[src/include/warmup_pkg.sv]
`default_nettype none

package warmup_pkg;

  // Register byte addresses on the APB window
  localparam logic [7:0] ADDR_LOWER_CTRL = 8'h00;
  localparam logic [7:0] ADDR_UPPER_CTRL = 8'h04;
  localparam logic [7:0] ADDR_PERIOD_LOWER = 8'h08;
  localparam logic [7:0] ADDR_PERIOD_UPPER = 8'h0C;
  localparam logic [7:0] ADDR_COUNT = 8'h10;

  // Timer control byte: init flop, clock select, run, mode
  typedef struct packed {
    logic init;
    logic [2:0] clk_sel;
    logic run;
    logic [2:0] mode;
  } timer_ctrl_s;

  // Clock select codes of the lower timer
  localparam logic [2:0] CLK_SEL_LOW = 3'h4;
  localparam logic [2:0] CLK_SEL_HIGH = 3'h6;

  // Mode codes: lower half of the cascade, upper half as warm-up
  localparam logic [2:0] MODE_CASCADE = 3'h3;
  localparam logic [2:0] MODE_WARMUP = 3'h5;

  // Typical set-up bytes written by software
  localparam logic [7:0] LOWER_CTRL_WARMUP = 8'h43;
  localparam logic [7:0] UPPER_CTRL_WARMUP = 8'h05;

  // Reset values
  localparam logic [7:0] CTRL_RESET = 8'h00;
  localparam logic [7:0] PERIOD_RESET = 8'h00;
  localparam logic [15:0] COUNT_RESET = 16'h0000;

  // Period range in source clock ticks, low byte never compared
  localparam logic [7:0] MATCH_LOW_BYTE = 8'h00;
  localparam logic [15:0] PERIOD_MIN = 16'h0100;
  localparam logic [15:0] PERIOD_MAX = 16'hFF00;

  // Upper bits of a read word are zero
  localparam logic [23:0] READ_PAD = 24'h00_0000;
  localparam logic [15:0] READ_PAD16 = 16'h0000;

endpackage : warmup_pkg

`default_nettype wire

[src/rtl/oscillator_warmup_counter.sv]
// Operation
// - Warm-up mode chains both 8-bit timers into one 16-bit counter.
// - Only the upper period byte is compared; the lower byte plays no part.
// - Writing 1 to the upper run bit starts warm-up counting.
// - On a match the counter clears and the upper interrupt pulses together.
// - On the slow clock the period spans 0100 to FF00 ticks of that clock.
// - On the fast clock the period spans 0100 to FF00 ticks of that clock.
// - Writing 43 hex to lower control picks slow clock, flop 0, cascade.
// - Writing 05 hex to upper control picks warm-up, flop 0, run clear.
// - Reset clears the upper timer's output flop.
//
// Decided for this implementation: the APB interface to the registers and the register addresses.
`default_nettype none

module oscillator_warmup_counter (
  input wire logic CORE_CLK,
  input wire logic RST_N,
  input wire logic PSEL,
  input wire logic PENABLE,
  input wire logic PWRITE,
  input wire logic [7:0] PADDR,
  input wire logic [31:0] PWDATA,
  output logic [31:0] PRDATA,
  output logic PREADY,
  output logic PSLVERR,
  input wire logic LOW_FREQ_CLOCK,
  input wire logic HIGH_FREQ_CLOCK,
  output logic UPPER_TIMER_IRQ,
  output logic UPPER_OUTPUT_FLOP
);

  warmup_pkg::timer_ctrl_s lower_q, lower_d, upper_q, upper_d;
  logic [7:0] per_lo_q, per_lo_d, per_hi_q, per_hi_d;
  logic [15:0] count_q, count_d, count_inc;
  logic irq_q, irq_d, flop_q, flop_d;
  logic [31:0] prdata_q, prdata_d;
  logic pready_q, pready_d, pslverr_q, pslverr_d;
  logic low_rise, high_rise;
  logic setup, wr_en, wr_lower, wr_upper;
  logic warm_mode, tick, counting, match;

  // Both source clocks arrive on pins and are sampled, not used as clocks
  pin_edge_sync u_low_sync (
    .clk(CORE_CLK),
    .rst_n(RST_N),
    .pin(LOW_FREQ_CLOCK),
    .rise(low_rise)
  );

  pin_edge_sync u_high_sync (
    .clk(CORE_CLK),
    .rst_n(RST_N),
    .pin(HIGH_FREQ_CLOCK),
    .rise(high_rise)
  );

  // Bus decode: read data is prepared in setup so PREADY is a flop
  always_comb begin
    setup = PSEL & ~PENABLE;
    wr_en = PSEL & PENABLE & PWRITE & pready_q;
    wr_lower = wr_en & (PADDR == warmup_pkg::ADDR_LOWER_CTRL);
    wr_upper = wr_en & (PADDR == warmup_pkg::ADDR_UPPER_CTRL);
    pready_d = setup;
    pslverr_d = 1'b0;
    prdata_d = '0;
    if (setup) begin
      if (PADDR == warmup_pkg::ADDR_LOWER_CTRL) begin
        prdata_d = {warmup_pkg::READ_PAD, lower_q};
      end else if (PADDR == warmup_pkg::ADDR_UPPER_CTRL) begin
        prdata_d = {warmup_pkg::READ_PAD, upper_q};
      end else if (PADDR == warmup_pkg::ADDR_PERIOD_LOWER) begin
        prdata_d = {warmup_pkg::READ_PAD, per_lo_q};
      end else if (PADDR == warmup_pkg::ADDR_PERIOD_UPPER) begin
        prdata_d = {warmup_pkg::READ_PAD, per_hi_q};
      end else if (PADDR == warmup_pkg::ADDR_COUNT) begin
        prdata_d = {warmup_pkg::READ_PAD16, count_q};
      end else begin
        pslverr_d = 1'b1;
      end
    end
  end

  // Control and period registers; a write lands on the access edge
  always_comb begin
    lower_d = lower_q;
    upper_d = upper_q;
    per_lo_d = per_lo_q;
    per_hi_d = per_hi_q;
    if (wr_lower) begin
      lower_d = PWDATA[7:0];
    end
    if (wr_upper) begin
      upper_d = PWDATA[7:0];
    end
    if (wr_en && PADDR == warmup_pkg::ADDR_PERIOD_LOWER) begin
      per_lo_d = PWDATA[7:0];
    end
    if (wr_en && PADDR == warmup_pkg::ADDR_PERIOD_UPPER) begin
      per_hi_d = PWDATA[7:0];
    end
  end

  // Source tick: slow or fast oscillator, chosen by the lower control
  always_comb begin
    warm_mode = (lower_q.mode == warmup_pkg::MODE_CASCADE) &&
                (upper_q.mode == warmup_pkg::MODE_WARMUP);
    if (lower_q.clk_sel == warmup_pkg::CLK_SEL_LOW) begin
      tick = low_rise;
    end else if (lower_q.clk_sel == warmup_pkg::CLK_SEL_HIGH) begin
      tick = high_rise;
    end else begin
      tick = 1'b0;
    end
    counting = upper_q.run & warm_mode & tick;
  end

  // 16-bit up-counter; only the upper period byte sets the match point
  always_comb begin
    count_inc = count_q + 16'h0001;
    match = (count_inc == {per_hi_q, warmup_pkg::MATCH_LOW_BYTE});
    count_d = count_q;
    irq_d = 1'b0;
    if (counting) begin
      if (match) begin
        count_d = warmup_pkg::COUNT_RESET;
        irq_d = 1'b1;
      end else begin
        count_d = count_inc;
      end
    end
  end

  // Output flop: preset only while stopped, never toggles in warm-up
  always_comb begin
    flop_d = flop_q;
    if (wr_upper && !upper_q.run) begin
      flop_d = PWDATA[7];
    end
  end

  // All state registers
  always_ff @(posedge CORE_CLK or negedge RST_N) begin
    if (!RST_N) begin
      lower_q <= warmup_pkg::CTRL_RESET;
      upper_q <= warmup_pkg::CTRL_RESET;
      per_lo_q <= warmup_pkg::PERIOD_RESET;
      per_hi_q <= warmup_pkg::PERIOD_RESET;
      count_q <= warmup_pkg::COUNT_RESET;
      irq_q <= 1'b0;
      flop_q <= 1'b0;
      prdata_q <= '0;
      pready_q <= 1'b0;
      pslverr_q <= 1'b0;
    end else begin
      lower_q <= lower_d;
      upper_q <= upper_d;
      per_lo_q <= per_lo_d;
      per_hi_q <= per_hi_d;
      count_q <= count_d;
      irq_q <= irq_d;
      flop_q <= flop_d;
      prdata_q <= prdata_d;
      pready_q <= pready_d;
      pslverr_q <= pslverr_d;
    end
  end

  assign PRDATA = prdata_q;
  assign PREADY = pready_q;
  assign PSLVERR = pslverr_q;
  assign UPPER_TIMER_IRQ = irq_q;
  assign UPPER_OUTPUT_FLOP = flop_q;

  // A counting tick advances the count by one or clears it on match
  property p_cascade_step;
    @(posedge CORE_CLK) disable iff (!RST_N)
    counting |=> (count_q == $past(count_q) + 16'h0001) ||
      (count_q == 16'h0000);
  endproperty
  a_cascade_step: assert property (p_cascade_step)
    else $error("count step wrong");

  // Interrupt fires exactly when the upper byte is reached, low byte zero
  property p_upper_only;
    @(posedge CORE_CLK) disable iff (!RST_N)
    irq_q |-> ($past(count_q) + 16'h0001) == {$past(per_hi_q), 8'h00};
  endproperty
  a_upper_only: assert property (p_upper_only)
    else $error("match point wrong");

  // Writing the run bit starts the timer
  property p_start;
    @(posedge CORE_CLK) disable iff (!RST_N)
    (wr_upper && PWDATA[3]) |=> upper_q.run;
  endproperty
  a_start: assert property (p_start)
    else $error("run bit not set");

  // Interrupt and counter clear come in the same cycle
  property p_match_clear;
    @(posedge CORE_CLK) disable iff (!RST_N)
    (counting && match) |=> irq_q && count_q == 16'h0000 ##1 !irq_q;
  endproperty
  a_match_clear: assert property (p_match_clear)
    else $error("match not cleared");

  // Watch the count itself, so a wrong tick mux cannot hide behind counting
  property p_slow_source;
    @(posedge CORE_CLK) disable iff (!RST_N)
    ($changed(count_q) &&
     $past(lower_q.clk_sel) == warmup_pkg::CLK_SEL_LOW) |->
      $past(low_rise) && $past(upper_q.run);
  endproperty
  a_slow_source: assert property (p_slow_source)
    else $error("slow tick wrong");

  // On the fast select the count moves only after a fast clock edge
  property p_fast_source;
    @(posedge CORE_CLK) disable iff (!RST_N)
    ($changed(count_q) &&
     $past(lower_q.clk_sel) == warmup_pkg::CLK_SEL_HIGH) |->
      $past(high_rise) && $past(upper_q.run);
  endproperty
  a_fast_source: assert property (p_fast_source)
    else $error("fast tick wrong");

  // The lower set-up byte yields slow clock, cascade, flop clear
  property p_lower_setup;
    @(posedge CORE_CLK) disable iff (!RST_N)
    (wr_lower && PWDATA[7:0] == warmup_pkg::LOWER_CTRL_WARMUP) |=>
      lower_q.clk_sel == warmup_pkg::CLK_SEL_LOW &&
      lower_q.mode == warmup_pkg::MODE_CASCADE && !lower_q.init;
  endproperty
  a_lower_setup: assert property (p_lower_setup)
    else $error("lower setup wrong");

  // The upper set-up byte yields warm-up mode with run clear
  property p_upper_setup;
    @(posedge CORE_CLK) disable iff (!RST_N)
    (wr_upper && PWDATA[7:0] == warmup_pkg::UPPER_CTRL_WARMUP) |=>
      upper_q.mode == warmup_pkg::MODE_WARMUP && !upper_q.run &&
      !upper_q.init;
  endproperty
  a_upper_setup: assert property (p_upper_setup)
    else $error("upper setup wrong");

  // Output flop moves only on a write to the stopped upper control
  property p_flop_hold;
    @(posedge CORE_CLK) disable iff (!RST_N)
    $changed(UPPER_OUTPUT_FLOP) |-> $past(wr_upper) && !$past(upper_q.run);
  endproperty
  a_flop_hold: assert property (p_flop_hold)
    else $error("output flop moved");

  // Stopped two cycles in a row: count unchanged and no interrupt in the second cycle
  property p_stopped_hold;
    @(posedge CORE_CLK) disable iff (!RST_N)
    (!upper_q.run ##1 !upper_q.run) |-> $stable(count_q) && !irq_q;
  endproperty
  a_stopped_hold: assert property (p_stopped_hold)
    else $error("counted while stopped");

endmodule : oscillator_warmup_counter

`default_nettype wire

[src/rtl/pin_edge_sync.sv]
`default_nettype none

module pin_edge_sync (
  input wire logic clk,
  input wire logic rst_n,
  input wire logic pin,
  output logic rise
);

  logic s1_q, s2_q, s3_q, level_q, rise_q;
  logic level_d, rise_d;

  // Level only moves once the second and third stages agree
  always_comb begin
    level_d = (s2_q == s3_q) ? s3_q : level_q;
    rise_d = level_d & ~level_q;
  end

  // Three-stage synchroniser; first stage feeds only the second
  always_ff @(posedge clk or negedge rst_n) begin
    if (!rst_n) begin
      s1_q <= 1'b0;
      s2_q <= 1'b0;
      s3_q <= 1'b0;
      level_q <= 1'b0;
      rise_q <= 1'b0;
    end else begin
      s1_q <= pin;
      s2_q <= s1_q;
      s3_q <= s2_q;
      level_q <= level_d;
      rise_q <= rise_d;
    end
  end

  assign rise = rise_q;

endmodule : pin_edge_sync

`default_nettype wire

[config.mk]
export PLATFORM = sky130hd
export DESIGN_NAME = oscillator_warmup_counter
export DESIGN_NICKNAME = d
export VERILOG_FILES = /design/src/include/warmup_pkg.sv /design/src/rtl/oscillator_warmup_counter.sv /design/src/rtl/pin_edge_sync.sv
export SDC_FILE = /design/constraint.sdc
export NUM_CORES = 1
export LEC_CHECK = 0
export BUFFER_PORTS_ARGS = -buffer_cell sky130_fd_sc_hd__buf_2
export CORE_MARGIN = 2
export CORE_UTILIZATION = 54
export CTS_BUF_LIST = sky130_fd_sc_hd__clkbuf_4
export DETAILED_ROUTE_END_ITERATION = 6
export GPL_TIMING_DRIVEN = 0
export MAX_ROUTING_LAYER = met4
export PLACE_DENSITY = 0.79
export SLEW_MARGIN = 20
export SYNTH_ARGS = -nofsm -noshare
export SYNTH_HDL_FRONTEND = slang
export SYNTH_SLANG_ARGS = --single-unit
[constraint.sdc]
create_clock -name CORE_CLK -period 6.8 [get_ports CORE_CLK]
set_input_delay 0.34 -clock CORE_CLK [delete_from_list [all_inputs] [get_ports CORE_CLK]]
set_output_delay 0.34 -clock CORE_CLK [all_outputs]
set_load 0.01 [all_outputs]
# == Word-level counts from Yosys, hierarchy flattened ==
# Index checks and enable logic that the tools add are counted.
# word_totals
memories,0
mem_bits_rw,0
output_inout_bits,36
wordCells,76
mem_bits_ro,0
register_bits,94
latchBits,0
# op_classes
n_eq_ne,11
mul,0
mux,19
n_div,0
n_reduce_logical,6
bitwise_logic,13
shifts,0
magnitude_cmp,0
add_sub_neg,1
# op_table
cell,n
16-bit two-way mux,6
32-bit two-way mux,1
16-bit by 1-bit adder with 16-bit output (second input constant),1
16-bit == test,1
8-bit by 4-bit == test with 1-bit output (second input constant),2
1-bit two-way mux,12
1-bit bitwise AND,10
3-bit == test (second input constant),3
8-bit by 3-bit == test with 1-bit output (second input constant),1
8-bit by 5-bit == test with 1-bit output (second input constant),1
8-bit zero test,1
1-bit logical AND,4
3-bit by 2-bit == test with 1-bit output (second input constant),1
1-bit inverter,3
1-bit == test,2
1-bit zero test,1

# == Depth between registers and ports, before layout ==
# logic_depth
ltp_word,7
ltp_mapped,7
mapped_depth_nobuf,7

# == Modules after synthesis ==
# A second synthesis with hierarchy kept.
# unflattened
hier_cells,332
area_unflattened_um2,3772.4
# by_module_without_submodules
module,seq_area_each_um2,cells_each,instances,area_each_um2
oscillator_warmup_counter,1701.6,318,1,3479.6
pin_edge_sync,125.1,7,2,146.4

# == Least setup slack after synthesis ==
# No wires, ideal clock.
# synth_timing
path_type,reg-to-reg
startpoint,reg count_q[0]
endpoint,reg count_q[10]
t_required_ns,6.658
path_stages_with_launch,8
path_slack_ns,4.547
setup_time_ns,0.142
path_buffers,0
arrival_time_ns,2.111
cell_sequence,dfrtp_1 > ha_1 > nand3_1 > nor4_2 > xnor2_1 > o221ai_2 > nor4_4 > nor3_1
# synth_via
elab_chain_cells,3
# synth_rtl
element,line,source
"start, declared",oscillator_warmup_counter.sv:34,"logic [15:0] count_q, count_d, count_inc;"
"start signal, assigned",oscillator_warmup_counter.sv:148,count_q <= warmup_pkg::COUNT_RESET;
"start signal, assigned",oscillator_warmup_counter.sv:159,count_q <= count_d;
16-bit by 1-bit adder with 16-bit output *,oscillator_warmup_counter.sv:119,count_inc = count_q + 16'h0001;
16-bit == test,oscillator_warmup_counter.sv:120,"match = (count_inc == {per_hi_q, warmup_pkg::MATCH_LOW_BYTE});"
16-bit two-way mux *,oscillator_warmup_counter.sv:124,if (match) begin
# Every way passes the cells marked *; elsewhere a longest branch is shown, timed or not.
# A chain may end at the register's enable or synchronous reset.

# == Final worst setup path ==
# Same ends and word-level chain as after synthesis.

==> results by group <==
Final layout
  • Filler cell count: between 600 and 700
  • Final instance area: 4490 µm²
  • Total Nets Final: 465
  • Layout cells sized above 1: 32.9%
  • Register Area: between 1500 and 2000 µm²
  • Area growth syn-to-layout: 14.7%
  • N_diodes: 0
  • Layout Cells excl Fill: between 500 and 600
  • Area of the multi-input gates: 1780 µm²

Clocking
  • H-tree depth: 3
  • Num CTS Buffers: 9
  • CTS Buffer Depth: 2
  • Gates resized, CTS repair: 0
  • Insertion delay to the later sink of the worst-skew pair: roughly 0.43 ns
  • CTS tree: built
  • Worst-path clk slew: 0.14 ns
  • Root buf cell: clkbuf_4
  • Setup bufs post-CTS: 0
  • Clock sinks: 78

Drt
  • Vias per inst: 5.36
  • Routed WL: 7610 µm
  • Drt pass-1 iters: 4
  • DR vias: between 2000 and 3000
  • DRT iter0 DRCs: 240
  • Post-route DRC: 0
  • Routed Antenna Nets: 0
  • Routed wire per std cell: about 15 µm

Global route
  • Total Routing Usage GR: between 20% and 30%
  • Vias in the first global route: 2630
  • Initial antenna violation count: 0
  • First-pass GRT wire length: about 13000 µm
  • Pin count of the biggest net entering global routing: 60
  • Grt total ovfl: 0

Power
  • Power Density: 172 nW/µm²
  • Reg power frac: ~61%
  • Switch share: 26.7%
  • Lkg Pwr: 0.00215 µW
  • Switching pwr: about 210 µW
  • Internal cell power: 567 µW
  • Comb power frac: ~5.6%
  • Peak supply drop: 0.132 mV
  • Final Power: between 700 and 800 µW
  • Clock power frac: 33.5%

Synthesis
  • Post-synth EDFFs: 0
  • Cell count after synthesis: 345
  • Yosys reg bits: 78
  • Syn avg cell area: approximately 11 µm²
  • Main synth FF type: dfrtp_1
  • Mapped Area: 3920 µm²
  • Yosys warns: 0
  • Distinct cells, synth: 58
  • Post-synthesis sequential area ratio: 49.9%
  • Asr flop ratio synth: 100%

Place
  • Final Wtd Congestion: about 0.9
  • Final HPWL DP: between 5000 and 6000 µm
  • I/O Buffers: 42
  • Placed inst area: 4340 µm²
  • Pre-CTS setup slack: 4.04 ns
  • Placed Cells incl. Taps: ~500

Critical path
  • Worst Setup End Kind: flip-flop
  • Req. time, crit path: 7.10 ns
  • CP Max Fanout: 9
  • Critical path type: flip-flop to flip-flop
  • Arrival time worst endpoint: 3.08 ns
  • Crit path launch type: flip-flop

Timing
  • Minimum clock period: 2.78 ns
  • Max Slew Vio Count: 0
  • Max_slew headroom: 45.9%
  • # setup viols final: 0
  • Hold Fails Final Rpt: 0
  • Fin worst setup slack: 4.02 ns
  • Fmax: 359 MHz
  • Clock Skews: 0.00911 ns
  • RSZ-0062 raised after global routing: false
  • Final Cycle Share: approximately two fifths
  • Worst-Margin Slew: 0.805 ns
  • Setup TNS: 0 ns

Die
  • Chip Width: 89.1 µm
  • Die height: 89.1 µm
  • Core ar.: slightly above 7000 µm²
  • Row count: 31
  • Initial Util: 54.9%
  • DIE AREA: 7950 µm²
  • Ports: just over 80

Flow run
  • Max Cap Violations: 0

Outcome
  • Status: finished, final reports clean

Worst hold path
  • Class of the worst hold path: input pin to flip-flop
-- through the flow --
step           util, %  hold slack [ns]
2_1_floorplan        -           0.0444
3_3_place_gp      60.3            0.333
3_5_place_dp      60.7            0.241
4_1_cts           62.9            0.169
5_1_grt           62.9            0.172
6_report          62.9            0.182
-- repair_timing --
| item | in CTS | in global routing |
|---|---|---|
| hold endpoints to repair | 21 | 0 |
| endpoints found under the setup margin | 0 | 0 |
| hold buffers | 3 | 0 |
-- sequential cells by signal, indices dropped and copies added (netlist names), 8 cells and up --
name / count
count_q: 16
upper_q: 8
per_lo_q: 8
PRDATA: 16
per_hi_q: 8
lower_q: 8
-- cell families after synthesis --
logic type               after synthesis  synth area share, %
other                                  1               0.0958
XOR/XNOR                              17                 3.80
buffers and inverters                 33                 6.20
multiplexers                          36                 10.3
flip-flops                            78                 49.9
adder cells (fa/ha/maj)                3                0.831
AND/OR/NAND/NOR                      120                 18.7
AO/OA/AOI/OAI                         57                 10.2
-- worst max-delay path: stages, from the launching register on --
cell      delay [ns]
dfrtp_1         0.53
ha_1            0.33
nand3_1         0.28
nor4_2          0.41
xnor2_1         0.18
o221ai_2        0.18
nor4_4          0.60
nor3_1          0.13
-- power by group through the flow --
stage	Combinational [µW]	Sequential (µW)	Clock, µW
2_1_floorplan	18.5	480	0
5_1_grt	49.7	472	279
3_5_place_dp	42.1	481	0
4_1_cts	43.6	472	264
6_report	43.2	472	259
3_3_place_gp	39.2	480	0
-- layout by cell type (no fill, tap or decap), types with 4 or more instances in the layout --
cell type	n
dfrtp_1	78
buf_2	42
mux2_2	33
nand2_1	26
o21ai_0	23
nor2_1	20
buf_4	20
conb_1	16
nand3_1	14
and2_1	11
xnor2_1	11
a21oi_1	10
nor3_1	9
clkbuf_4	9
a221o_1	6
xor2_1	6
inv_1	5
nand4_1	5
and3_1	4
a211oi_1	4
inv_6	4
-- layer usage --
layer	vias up	routed length (µm)	track usage (%)
li1	1362	-	-
met5	-	0	-
met2	78	3680	33.7
met3	11	394	4.52
met1	1341	3420	28.4
met4	0	112	7.19
-- final cells by class --
type / count / share of cell area (%)
Inverter: 5 / 0.418
Clock inverter: 7 / 1.25
Tap cell: 99 / 2.76
Multi-Input combinational cell: 249 / 39.6
Sequential cell: 78 / 43.5
Buffer: 28 / 4.99
Clock buffer: 9 / 1.51
Timing Repair Buffer: 46 / 6.02
-- worst paths after layout --
path | startpoint | to | slack, ns | depth (start not counted)
worst max register to register | count_q[0] | count_q[10] | 4.02 | 7
min in group asynchronous | RST_N | count_q[14] | 0.31 | 2
max in group asynchronous | RST_N | upper_q[5] | 5.92 | 3
worst max-delay path | count_q[0] | count_q[10] | 4.02 | 7
worst min-delay path | PWDATA[2] | per_hi_q[2] | 0.18 | 2
worst min register to register | u_high_sync.s1_q | u_high_sync.s2_q | 0.36 | 0
-- cells in the mapped netlist, types with 6 or more instances --
cell	number	area share (%)
dfrtp_1	78	50
mux2_2	33	9.5
nand2_1	26	2.5
o21ai_0	23	2.9
nor2_1	20	1.9
buf_4	19	3.6
nand3_1	14	1.8
and2_1	11	1.8
xnor2_1	11	2.5
a21oi_1	10	1.3
nor3_1	9	1.2
a221o_1	6	1.5
xor2_1	6	1.3
Note: power is estimated with default switching activity, not from simulation.
